### config.mk
export PLATFORM = sky130hd
export DESIGN_NAME = lpm_top
export DESIGN_NICKNAME = d
export VERILOG_FILES = /design/src/verilog/lpm_pkg.sv /design/src/verilog/lpm_top.sv
export SDC_FILE = /design/constraint.sdc
export NUM_CORES = 1
export LEC_CHECK = 0
export BUFFER_PORTS_ARGS = -buffer_cell sky130_fd_sc_hd__buf_4
export CORE_ASPECT_RATIO = 1.2
export CORE_UTILIZATION = 40
export DETAILED_ROUTE_END_ITERATION = 10
export HOLD_SLACK_MARGIN = 0.12
export PLACE_DENSITY = 0.68
export SETUP_SLACK_MARGIN = 0.1
export SYNTH_ARGS = -nofsm -noshare
export SYNTH_HDL_FRONTEND = slang
export SYNTH_SLANG_ARGS = --single-unit
export TNS_END_PERCENT = 5
### constraint.sdc
create_clock -name clk_i -period 2.8 [get_ports clk_i]
set_input_delay 0.42 -clock clk_i [delete_from_list [all_inputs] [get_ports clk_i]]
set_output_delay 0.42 -clock clk_i [all_outputs]
set_load 0.02 [all_outputs]
### src/verilog/lpm_pkg.sv
package lpm_pkg;

  ////////////////////////////////////////////////////////////////////////////
  // Register byte offsets on the Wishbone bus
  localparam logic [7:0] OFS_CFG = 8'h00;
  localparam logic [7:0] OFS_MODE = 8'h04;
  localparam logic [7:0] OFS_STAT = 8'h08;

  ////////////////////////////////////////////////////////////////////////////
  // Field positions in power_mode_config
  localparam int CFG_SLEEP = 7;
  localparam int CFG_SUSPEND = 6;
  localparam int CFG_RSTWAKE = 5;
  localparam int WK_N = 5;
  localparam int WK_CSENSE = 0;
  localparam int WK_RTC_FAIL = 1;
  localparam int WK_RTC_ALARM = 2;
  localparam int WK_PORT_MATCH = 3;
  localparam int WK_CMP0 = 4;
  // Field position in power_unit_mode_reg
  localparam int MODE_MON_DIS = 5;

  // Sources that can wake sleep (core supply off) and suspend
  localparam logic [WK_N-1:0] SLEEP_WK_MASK = 5'h1e;
  localparam logic [WK_N-1:0] SUSP_WK_MASK = 5'h1f;

  ////////////////////////////////////////////////////////////////////////////
  // Reset values
  localparam logic [WK_N-1:0] WK_RST = 5'h00;
  localparam logic MON_DIS_RST = 1'b0;

  ////////////////////////////////////////////////////////////////////////////
  // Timing
  localparam int CLK_MHZ = 200;
  localparam int RST_WAIT_US = 15;
  localparam logic [11:0] RST_WAIT_CYC = 12'(RST_WAIT_US * CLK_MHZ);
  localparam logic [1:0] FLAG_DLY_CYC = 2'h2;
  localparam logic [4:0] WAKE_OUT_CYC = 5'h10;

  typedef enum logic [1:0] {
    ST_AWAKE,
    ST_SUSPEND,
    ST_SLEEP
  } lpm_state_t;

endpackage

### src/verilog/lpm_top.sv
// Implementation choices: the Wishbone interface to the registers and the register offsets.
`timescale 1ns/1ps

//////////////////////////////////////////////////////////////////////////////
// Function
// - Suspend select gates system clock and stops all internal oscillators.
// - During suspend CPU and all digital logic stay halted until a wake.
// - Suspend wakes on cap-sense, RTC fail, RTC alarm, port match, comparator.
// - Wake flags read zero for two clocks after suspend exit.
// - Short reset-pin glitch ends suspend; firmware waits 15 us to re-enter.
// - Config register shows reset-pin wake; other wakes allow instant re-entry.
// - Sleep select turns core regulator off, RAM on supply pin.
// - Comparators, RTC and port match work in sleep; firmware selects low-power oscillator.
// - Digital output pins hold their levels while asleep.
// - Digital input pins remain usable for port match during sleep.
// - Leaving sleep drives the wake request output low.
// - Sleep retains RAM, registers, program counter and volatile state.
// - Reset or sleep exit may write 0x00 to external address zero.
// - Sleep wakes on RTC fail, RTC alarm, port match, comparator edge.
// - Monitor disable bit; any reset source then forces full POR.
// - Any reset-pin falling edge ends sleep; firmware waits 15 us.
// - Each wake source is enabled by writing one to its bit.
// - Reset pin always wakes; reset acts if awake beyond 15 us.
module lpm_top (
  input wire logic clk_i,
  input wire logic rst_i,
  // Wishbone classic slave
  input wire logic wb_cyc_i,
  input wire logic wb_stb_i,
  input wire logic wb_we_i,
  input wire logic [7:0] wb_adr_i,
  input wire logic [3:0] wb_sel_i,
  input wire logic [31:0] wb_dat_i,
  output logic [31:0] wb_dat_o,
  output logic wb_ack_o,
  // Wake and reset sources
  input wire logic csense_done_i,
  input wire logic rtc_osc_fail_i,
  input wire logic rtc_alarm_i,
  input wire logic port_match_i,
  input wire logic cmp0_i,
  input wire logic rst_pin_n_i,
  input wire logic reset_src_i,
  // Power controls
  output logic sys_clk_en_o,
  output logic osc_en_o,
  output logic cpu_halt_o,
  output logic core_reg_en_o,
  output logic ram_on_vdd_o,
  output logic retain_o,
  output logic pin_hold_o,
  output logic wake_req_n_o,
  output logic pin_reset_o,
  output logic full_por_o,
  output logic por_mon_en_o,
  output logic xram0_zero_we_o
);

  //////////////////////////////////////////////////////////////////////////
  // State
  lpm_pkg::lpm_state_t state_q, state_d;
  logic [lpm_pkg::WK_N-1:0] en_q, en_d;
  logic [lpm_pkg::WK_N-1:0] flags_q, flags_d;
  logic rstwake_q, rstwake_d;
  logic mon_dis_q, mon_dis_d;
  logic [1:0] flag_dly_q, flag_dly_d;
  logic [11:0] rst_win_q, rst_win_d;
  logic [4:0] wake_cnt_q, wake_cnt_d;
  logic rst_pin_prev_q, cmp0_prev_q;
  logic boot_q;
  logic ack_q, ack_d;
  logic [31:0] dat_q, dat_d;
  logic sys_clk_en_q, sys_clk_en_d;
  logic osc_en_q, osc_en_d;
  logic halt_q, halt_d;
  logic core_reg_q, core_reg_d;
  logic ram_vdd_q, ram_vdd_d;
  logic pin_reset_q, pin_reset_d;
  logic full_por_q, full_por_d;
  logic xram_we_q, xram_we_d;
  logic wake_n_q, wake_n_d;
  logic mon_en_q, mon_en_d;

  logic [lpm_pkg::WK_N-1:0] src;
  logic [lpm_pkg::WK_N-1:0] hit;
  logic rst_fall;
  logic bus_req;
  logic wr_cfg;

  // Edge detects; pins are synchronous to clk_i
  assign rst_fall = rst_pin_prev_q & ~rst_pin_n_i;
  assign src = {cmp0_i & ~cmp0_prev_q, port_match_i, rtc_alarm_i,
                rtc_osc_fail_i, csense_done_i};
  assign bus_req = wb_cyc_i & wb_stb_i & ~ack_q;
  assign wr_cfg = bus_req & wb_we_i & wb_sel_i[0] &
                  (wb_adr_i == lpm_pkg::OFS_CFG);

  // Enabled sources that can fire in the present mode
  always_comb begin
    hit = '0;
    unique case (state_q)
      lpm_pkg::ST_SUSPEND: hit = src & en_q & lpm_pkg::SUSP_WK_MASK;
      lpm_pkg::ST_SLEEP: hit = src & en_q & lpm_pkg::SLEEP_WK_MASK;
      lpm_pkg::ST_AWAKE: hit = '0;
    endcase
  end

  //////////////////////////////////////////////////////////////////////////
  // Next-state logic for mode, flags, bus and outputs
  always_comb begin
    state_d = state_q;
    en_d = en_q;
    flags_d = flags_q;
    rstwake_d = rstwake_q;
    mon_dis_d = mon_dis_q;
    flag_dly_d = (flag_dly_q != 2'h0) ? flag_dly_q - 2'h1 : 2'h0;
    rst_win_d = (rst_win_q != 12'h000) ? rst_win_q - 12'h001 : 12'h000;
    wake_cnt_d = (wake_cnt_q != 5'h00) ? wake_cnt_q - 5'h01 : 5'h00;
    pin_reset_d = 1'b0;
    full_por_d = 1'b0;
    xram_we_d = boot_q;
    ack_d = bus_req;
    dat_d = '0;

    // Bus reads; flags hidden while the wake record settles
    if (bus_req && !wb_we_i) begin
      unique case (wb_adr_i)
        lpm_pkg::OFS_CFG: begin
          if (flag_dly_q == 2'h0) begin
            dat_d[lpm_pkg::CFG_RSTWAKE] = rstwake_q;
            dat_d[lpm_pkg::WK_N-1:0] = flags_q;
          end
        end
        lpm_pkg::OFS_MODE: dat_d[lpm_pkg::MODE_MON_DIS] = mon_dis_q;
        lpm_pkg::OFS_STAT: dat_d[1:0] = state_q;
        default: dat_d = '0;
      endcase
    end

    // Mode entry; enables taken from the same write
    if (wr_cfg && state_q == lpm_pkg::ST_AWAKE) begin
      en_d = wb_dat_i[lpm_pkg::WK_N-1:0];
      if (wb_dat_i[lpm_pkg::CFG_SLEEP] || wb_dat_i[lpm_pkg::CFG_SUSPEND]) begin
        flags_d = '0;
        rstwake_d = 1'b0;
        // Leaving early abandons a pending pin reset
        rst_win_d = 12'h000;
        state_d = wb_dat_i[lpm_pkg::CFG_SLEEP] ? lpm_pkg::ST_SLEEP
                                               : lpm_pkg::ST_SUSPEND;
      end
    end
    if (bus_req && wb_we_i && wb_sel_i[0] &&
        wb_adr_i == lpm_pkg::OFS_MODE) begin
      mon_dis_d = wb_dat_i[lpm_pkg::MODE_MON_DIS];
    end

    // Wake; set after clear so an event is never lost
    // any reset-pin falling edge ends low power
    if (state_q != lpm_pkg::ST_AWAKE && (rst_fall || hit != '0)) begin
      state_d = lpm_pkg::ST_AWAKE;
      flags_d = flags_q | hit;
      rstwake_d = rstwake_q | rst_fall;
      en_d = '0;
      if (state_q == lpm_pkg::ST_SUSPEND) begin
        flag_dly_d = lpm_pkg::FLAG_DLY_CYC;
      end
      if (state_q == lpm_pkg::ST_SLEEP) begin
        wake_cnt_d = lpm_pkg::WAKE_OUT_CYC;
        xram_we_d = 1'b1;
      end
    end

    if (rst_fall) begin
      rst_win_d = lpm_pkg::RST_WAIT_CYC;
    end else if (rst_win_q == 12'h001 && !rst_pin_n_i &&
                 state_q == lpm_pkg::ST_AWAKE) begin
      pin_reset_d = 1'b1;
    end

    if (mon_dis_q && (reset_src_i || pin_reset_d)) begin
      full_por_d = 1'b1;
      mon_dis_d = 1'b0;
    end

    // clock gate and oscillators off in either low-power mode
    sys_clk_en_d = (state_d == lpm_pkg::ST_AWAKE);
    osc_en_d = (state_d == lpm_pkg::ST_AWAKE);
    halt_d = (state_d != lpm_pkg::ST_AWAKE);
    // core regulator off, RAM to supply pin
    core_reg_d = (state_d != lpm_pkg::ST_SLEEP);
    ram_vdd_d = (state_d == lpm_pkg::ST_SLEEP);
    // Registered copies so these pins leave a flip-flop
    wake_n_d = (wake_cnt_d == 5'h00);
    mon_en_d = ~mon_dis_d;
  end

  // Registers; outputs all leave from here
  always_ff @(posedge clk_i) begin
    if (rst_i) begin
      state_q <= lpm_pkg::ST_AWAKE;
      en_q <= lpm_pkg::WK_RST;
      flags_q <= lpm_pkg::WK_RST;
      rstwake_q <= 1'b0;
      mon_dis_q <= lpm_pkg::MON_DIS_RST;
      flag_dly_q <= 2'h0;
      rst_win_q <= 12'h000;
      wake_cnt_q <= 5'h00;
      rst_pin_prev_q <= 1'b1;
      cmp0_prev_q <= 1'b0;
      boot_q <= 1'b1;
      ack_q <= 1'b0;
      dat_q <= '0;
      sys_clk_en_q <= 1'b1;
      osc_en_q <= 1'b1;
      halt_q <= 1'b0;
      core_reg_q <= 1'b1;
      ram_vdd_q <= 1'b0;
      pin_reset_q <= 1'b0;
      full_por_q <= 1'b0;
      xram_we_q <= 1'b0;
      wake_n_q <= 1'b1;
      mon_en_q <= ~lpm_pkg::MON_DIS_RST;
    end else begin
      state_q <= state_d;
      en_q <= en_d;
      flags_q <= flags_d;
      rstwake_q <= rstwake_d;
      mon_dis_q <= mon_dis_d;
      flag_dly_q <= flag_dly_d;
      rst_win_q <= rst_win_d;
      wake_cnt_q <= wake_cnt_d;
      rst_pin_prev_q <= rst_pin_n_i;
      cmp0_prev_q <= cmp0_i;
      boot_q <= 1'b0;
      ack_q <= ack_d;
      dat_q <= dat_d;
      sys_clk_en_q <= sys_clk_en_d;
      osc_en_q <= osc_en_d;
      halt_q <= halt_d;
      core_reg_q <= core_reg_d;
      ram_vdd_q <= ram_vdd_d;
      pin_reset_q <= pin_reset_d;
      full_por_q <= full_por_d;
      xram_we_q <= xram_we_d;
      wake_n_q <= wake_n_d;
      mon_en_q <= mon_en_d;
    end
  end

  //////////////////////////////////////////////////////////////////////////
  // Output map; retention and pin hold follow the regulator state
  assign wb_ack_o = ack_q;
  assign wb_dat_o = dat_q;
  assign sys_clk_en_o = sys_clk_en_q;
  assign osc_en_o = osc_en_q;
  assign cpu_halt_o = halt_q;
  assign core_reg_en_o = core_reg_q;
  assign ram_on_vdd_o = ram_vdd_q;
  assign retain_o = ram_vdd_q;
  assign pin_hold_o = ram_vdd_q;
  assign wake_req_n_o = wake_n_q;
  assign pin_reset_o = pin_reset_q;
  assign full_por_o = full_por_q;
  assign por_mon_en_o = mon_en_q;
  assign xram0_zero_we_o = xram_we_q;
endmodule
After elaboration in Yosys (flattened, before gate mapping)
Cells that the tools add are included.
{ "op_classes": {"add_sub_neg": 3, "n_mul": 0, "div_mod_pow": 0, "order_cmp": 0, "n_eq_ne": 7, "shifts": 0, "n_mux": 32, "bitwise_logic": 17, "reduce_logical": 32} }
{ "op_table": {"columns": ["op", "count"], "rows": [
  ["$mux W12", 4],
  ["$mux W5", 6],
  ["$pmux W5 S3", 1],
  ["$mux W2", 7],
  ["$eq A12 B1 Y1 const B", 1],
  ["$reduce_bool A12 Y1", 1],
  ["$sub A12 B1 Y12 const B", 1],
  ["$mux W1", 11],
  ["$reduce_bool A2 Y1", 5],
  ["$reduce_bool A5 Y1", 2],
  ["$logic_and A1 B1 Y1", 9],
  ["$eq A8 B3 Y1 const B", 1],
  ["$eq A8 B4 Y1 const B", 1],
  ["$logic_not A8 Y1", 1],
  ["$and A1 B1 Y1", 7],
  ["$not A1 Y1", 7],
  ["$logic_not A2 Y1", 3],
  ["$mux W6", 1],
  ["$reduce_or A2 Y1", 3],
  ["$and A5 B5 Y5", 1],
  ["$logic_not A5 Y1", 1],
  ["$or A5 B5 Y5", 1],
  ["$sub A5 B1 Y5 const B", 1],
  ["$eq A2 B2 Y1 const B", 2],
  ["10 further kinds", 13]
]} }
{ "word_totals": {"ff_bits": 78, "latch_bits": 0, "mem_bits_rw": 0, "rom_bits": 0, "inputBits": 56, "output_inout_bits": 45, "wordCells": 116, "memories": 0} }

Longest topological paths before layout
{ "logic_depth": {"depth_word": 9, "ltp_mapped": 8, "mapped_depth_nobuf": 6} }

Worst setup path after synthesis
No wires, ideal clock.
{ "synth_path": {"kind": "register to register", "startpoint": "register state_q[0]", "endpoint": "register rst_win_q[3]", "setup_time_ps": 135, "arrival_ps": 1777, "t_required_ps": 2665, "slack_ps": 888, "path_stages_with_launch": 9, "path_buffers": 4, "synth_period_minus_slack_ps": 1912, "cell_sequence": "dfxtp_1 > buf_6 > or2_1 > buf_6 > or4b_4 > buf_6 > a2bb2o_4 > buf_6 > o31ai_2"} }
{ "synth_between": {"elab_chain_cells": 4} }
{ "synth_lines": {"columns": ["item", "line", "source"], "rows": [
  ["start, declared", "lpm_top.sv:61", "lpm_pkg::lpm_state_t state_q, state_d;"],
  ["start signal, assigned", "lpm_top.sv:200", "state_q <= lpm_pkg::ST_AWAKE;"],
  ["start signal, assigned", "lpm_top.sv:224", "state_q <= state_d;"],
  ["$logic_not A2 Y1", "lpm_top.sv:141", "if (wr_cfg && state_q == lpm_pkg::ST_AWAKE) begin"],
  ["$logic_and A1 B1 Y1", "lpm_top.sv:141", null],
  ["$mux W12", "lpm_top.sv:141", null],
  ["$mux W12", "lpm_top.sv:173", "if (rst_fall) begin"],
  ["end signal, assigned", "lpm_top.sv:230", "rst_win_q <= rst_win_d;"],
  ["end, declared", "lpm_top.sv:67", "logic [11:0] rst_win_q, rst_win_d;"]
]} }
No other way between the ends.
A chain may end at the register's enable or synchronous reset.

Worst setup path after layout
{ "layout_path": {"startpoint": "register state_q[0]", "endpoint": "register core_reg_q, in the netlist core_reg_en_o"} }
{ "layout_between": {"elab_chain_cells": 7} }
{ "layout_lines": {"columns": ["item", "line", "source"], "rows": [
  ["$eq A2 B2 Y1 (tied with other cells)", "lpm_top.sv:101", "unique case (state_q)"],
  ["$pmux W5 S3", "lpm_top.sv:101", null],
  ["$reduce_bool A5 Y1", "lpm_top.sv:159", "if (state_q != lpm_pkg::ST_AWAKE && (rst_fall || hit != '0)) begin"],
  ["$logic_or A1 B1 Y1", "lpm_top.sv:159", null],
  ["$logic_and A1 B1 Y1", "lpm_top.sv:159", null],
  ["$mux W2 (*)", "lpm_top.sv:159", null],
  ["$ne A2 B2 Y1 (*)", "lpm_top.sv:190", "core_reg_d = (state_d != lpm_pkg::ST_SLEEP);"],
  ["end signal, assigned", "lpm_top.sv:240", "core_reg_q <= core_reg_d;"],
  ["end, declared", "lpm_top.sv:76", "logic core_reg_q, core_reg_d;"]
]} }
Mark *: on every way between the ends. The rest lies on a longest branch, timed or not.

==> results.yml <==
clock_tree:
  clk_latency_ns: 0.30
  cts_resized: 0
  post_cts_buffers: 0
  cts.sink_count: 52
  h-tree-depth: 2
  cts_hold_buf: 0
  clockBufferDepth: 2
  cts_tree: "yes"
  cts_root_buf: "clkbuf_8"
  path_clk_slew_ns: 0.09
  cts_buffers: 5
sta:
  tightest_slew_ns: 0.589
  rsz0062_at_grt: "false"
  fin_setup_tns_ns: 0
  clock_skew_ns: 0.00377
  period_minus_slack_ns: 2.00
  period_share_pct: 71.3
  finalMaxSlewViolations: 0
  finalHoldViolations: 0
  relSlewSlack_pct: 60.3
  setup_viol: 0
  max_freq_ghz: 0.501
global_route:
  gr-total-overflow: 0
  grt_pass1_wl_um: 7780
  antenna_found_initial: 0
  grt_usage_pct: 15.8
  grt_max_degree: 44
  first_global_vias: 1666
floorplan:
  die_width_um: 73.5
  die_y_um: 87.8
  num_io_pins: 101
  core_area_um2: 5780
  fp.dieArea_um2: 6460
  row_count: 30
  start_util_pct: 42.5
job:
  maxCapViolCount: 0
drt:
  via_count: 1931
  route.detailed.drc: 0
  wl_um: 4850
  route.met3.wl_um: 243
  wl_per_cell_um: 12.5
  dr.pass1.iters: 4
  met2WireLength_um: 2330
  wl_met1_um: 2200
  drtIter0Drc: 82
  highest_layer: "met4"
  post_drt_via_cell_ratio: 4.99
  ant_nets: 0
pwr:
  p_clk_share_pct: 25.7
  swShare_pct: 30.7
  power.internal_w: 0.00119
  vdd_drop_max_v: 0.000299
  p_per_area_nw_per_um2: 611
  combPwrFrac_pct: 24.1
  p_seq_share_pct: 50.2
  p_leak_nw: 1.08
  p_sw_w: 0.000528
synth:
  synthTopCellsByArea: "dfxtp_1 (42%), buf_4 (8.9%), a211oi_1 (3.1%), nand3_1 (2.9%), nor4_1 (2.8%)"
  syn_area_um2: 2460
  yosysWarnings: 0
  yosysTopAreaCellShare_pct: 42.4
  ys_seq_elements: 52
  synth_edf_count: 0
  synth_flop_cell: "dfxtp_1"
  async_flop_share_pct: 0
  synth_top_area_cell: "dfxtp_1"
  ys_seq_area_share_pct: 42.4
  synth_cell_types: 47
  synth_area_per_cell_um2: 9.27
  synthCells: 265
cells_and_area:
  finalNonFillerCells: 387
  syn2layout_area_growth_pct: 14.8
  layout.nets: 366
  num_antenna_cells: 0
  drive_gt1_share_pct: 23.5
setup_path:
  crit_required_ns: 2.98
  cp-startpoint: "state_q[0]"
  critical_path_class: "reg2reg"
  r2r_setup_slack_ns: 0.80
  end_kind: "register"
  critPathMaxFanout: 9
  r2r_start: "state_q[0]"
  crit_path_start_kind: "register"
  r2r-end: "core_reg_en_o"
  r2r_cells: 4
  worst-endpoint-arrival_ns: 2.17
min_path:
  worstHoldStart: "rst_pin_n_i"
  hold_class: "in2reg"
  min_path_cells: 2
  hold_end: "rst_pin_prev_q"
placement:
  gp_congestion: 0.875
  dpl.hpwl_um: 3630
  dpl.cell_count: 379
  io_buffers: 47
status:
  status: "complete, no violations"
sequential cells by signal, summed over array words and instances (netlist names), 2 cells and up:
| signal | count |
|---|---|
| rst_win_q | 12 |
| wb_dat_o | 6 |
| en_q | 5 |
| flags_q | 5 |
| wake_cnt_q | 5 |
| flag_dly_q | 2 |
| state_q | 2 |
per-layer routing:
layer / track usage (%) / vias up
li1: - / 976
met1: 20.3 / 896
met2: 25.8 / 51
met3: 3.80 / 8
met4: 5.24 / 0
met5: 0 / -
synthesized netlist by cell type (2+ instances only):
cell      number
a211o_1        2
a211oi_1      10
a21oi_1       10
a22oi_1        3
a31o_2         2
a31oi_1        2
and2_1         4
buf_1          2
buf_4         29
buf_6          4
clkbuf_1       4
dfxtp_1       52
ha_1           4
inv_1          9
nand2_1        9
nand2b_1       3
nand3_1       14
nor2_1        12
nor2b_1        3
nor3_1        13
nor3_2         2
nor4_1        11
nor4b_1        2
o21ai_0       11
o31ai_2        5
or2_1          2
or2_2          4
or3_1          5
or4_1          5
xnor2_1        7
xor2_1         4
cell usage in the layout (no fill, tap or decap), types with 2 or more instances in the layout:
cell type / instances
nand3_1: 14
o21ai_0: 11
nor3_2: 2
buf_4: 48
nand2b_1: 3
ha_1: 4
a22oi_1: 3
nor2b_1: 3
a211oi_1: 10
nor4b_1: 2
or4_1: 5
xor2_1: 4
nand2_1: 9
xnor2_1: 7
or2_2: 4
or3_1: 5
a31o_2: 2
a31oi_1: 2
conb_1: 26
clkbuf_8: 6
dfxtp_1: 52
a211o_1: 2
nor3_1: 13
inv_1: 9
and2_1: 4
or2_1: 2
nor4_1: 11
o31ai_2: 5
nor2_1: 12
a21oi_1: 10
layout make-up:
type | count | area [µm²]
fill | 598 | 2960
multi-input combinational | 190 | 1190
tap | 80 | 100
inverter | 9 | 33.8
clock inverter | 1 | 7.51
sequential | 52 | 1040
clock buffer | 7 | 86.3
timing repair buffer | 48 | 360
worst max-delay path, cell delays in order, from the launching register on:
cell,delay (ns)
dfxtp_1,0.40
or2_1,0.35
nor3_2,0.47
a31oi_1,0.20
or4_1,0.44
power by group through the flow:
stage | Clock, W | Combinational [W] | Sequential (W)
after floorplan | 0 | 0.000347 | 0.000879
after global placement | 0 | 0.000408 | 0.000879
after detailed placement | 0 | 0.000418 | 0.000882
after CTS | 0.000458 | 0.000420 | 0.000865
after global routing | 0.000489 | 0.000463 | 0.000876
final | 0.000442 | 0.000415 | 0.000865
stage by stage:
step	utilization, %	power [W]	setup slack (ns)	instance area [µm²]	hold slack [ns]
global route	48.8	0.00183	0.680	2820	0.331
CTS	48.8	0.00174	0.837	2820	0.318
detailed placement	47.1	0.00130	0.590	2730	0.420
finish	48.8	0.00172	0.805	2820	0.328
global placement	47.1	0.00129	0.604	2730	0.421
floorplan	-	0.00123	0.888	2550	0.406
worst max-delay path by stage:
stage	to	cells past startpoint
after floorplan	rst_win_q[3]	8
after global placement	core_reg_en_o	5
after detailed placement	core_reg_en_o	5
after CTS	core_reg_en_o	4
after global routing	wake_cnt_q[2]	4
final	core_reg_en_o	4
cell families (layout without fill, tap and decap cells):
group / Yosys count / after routing / share of synthesized area [%]
AO/OA/AOI/OAI: 54 / 54 / 16.4
AND/OR/NAND/NOR: 95 / 95 / 22.1
other: 1 / 26 / 0.153
flip-flops: 52 / 52 / 42.4
adder cells (fa/ha/maj): 4 / 4 / 2.04
buffers and inverters: 48 / 65 / 13.0
XOR/XNOR: 11 / 11 / 3.92
Power figures use the tool's default switching activity.
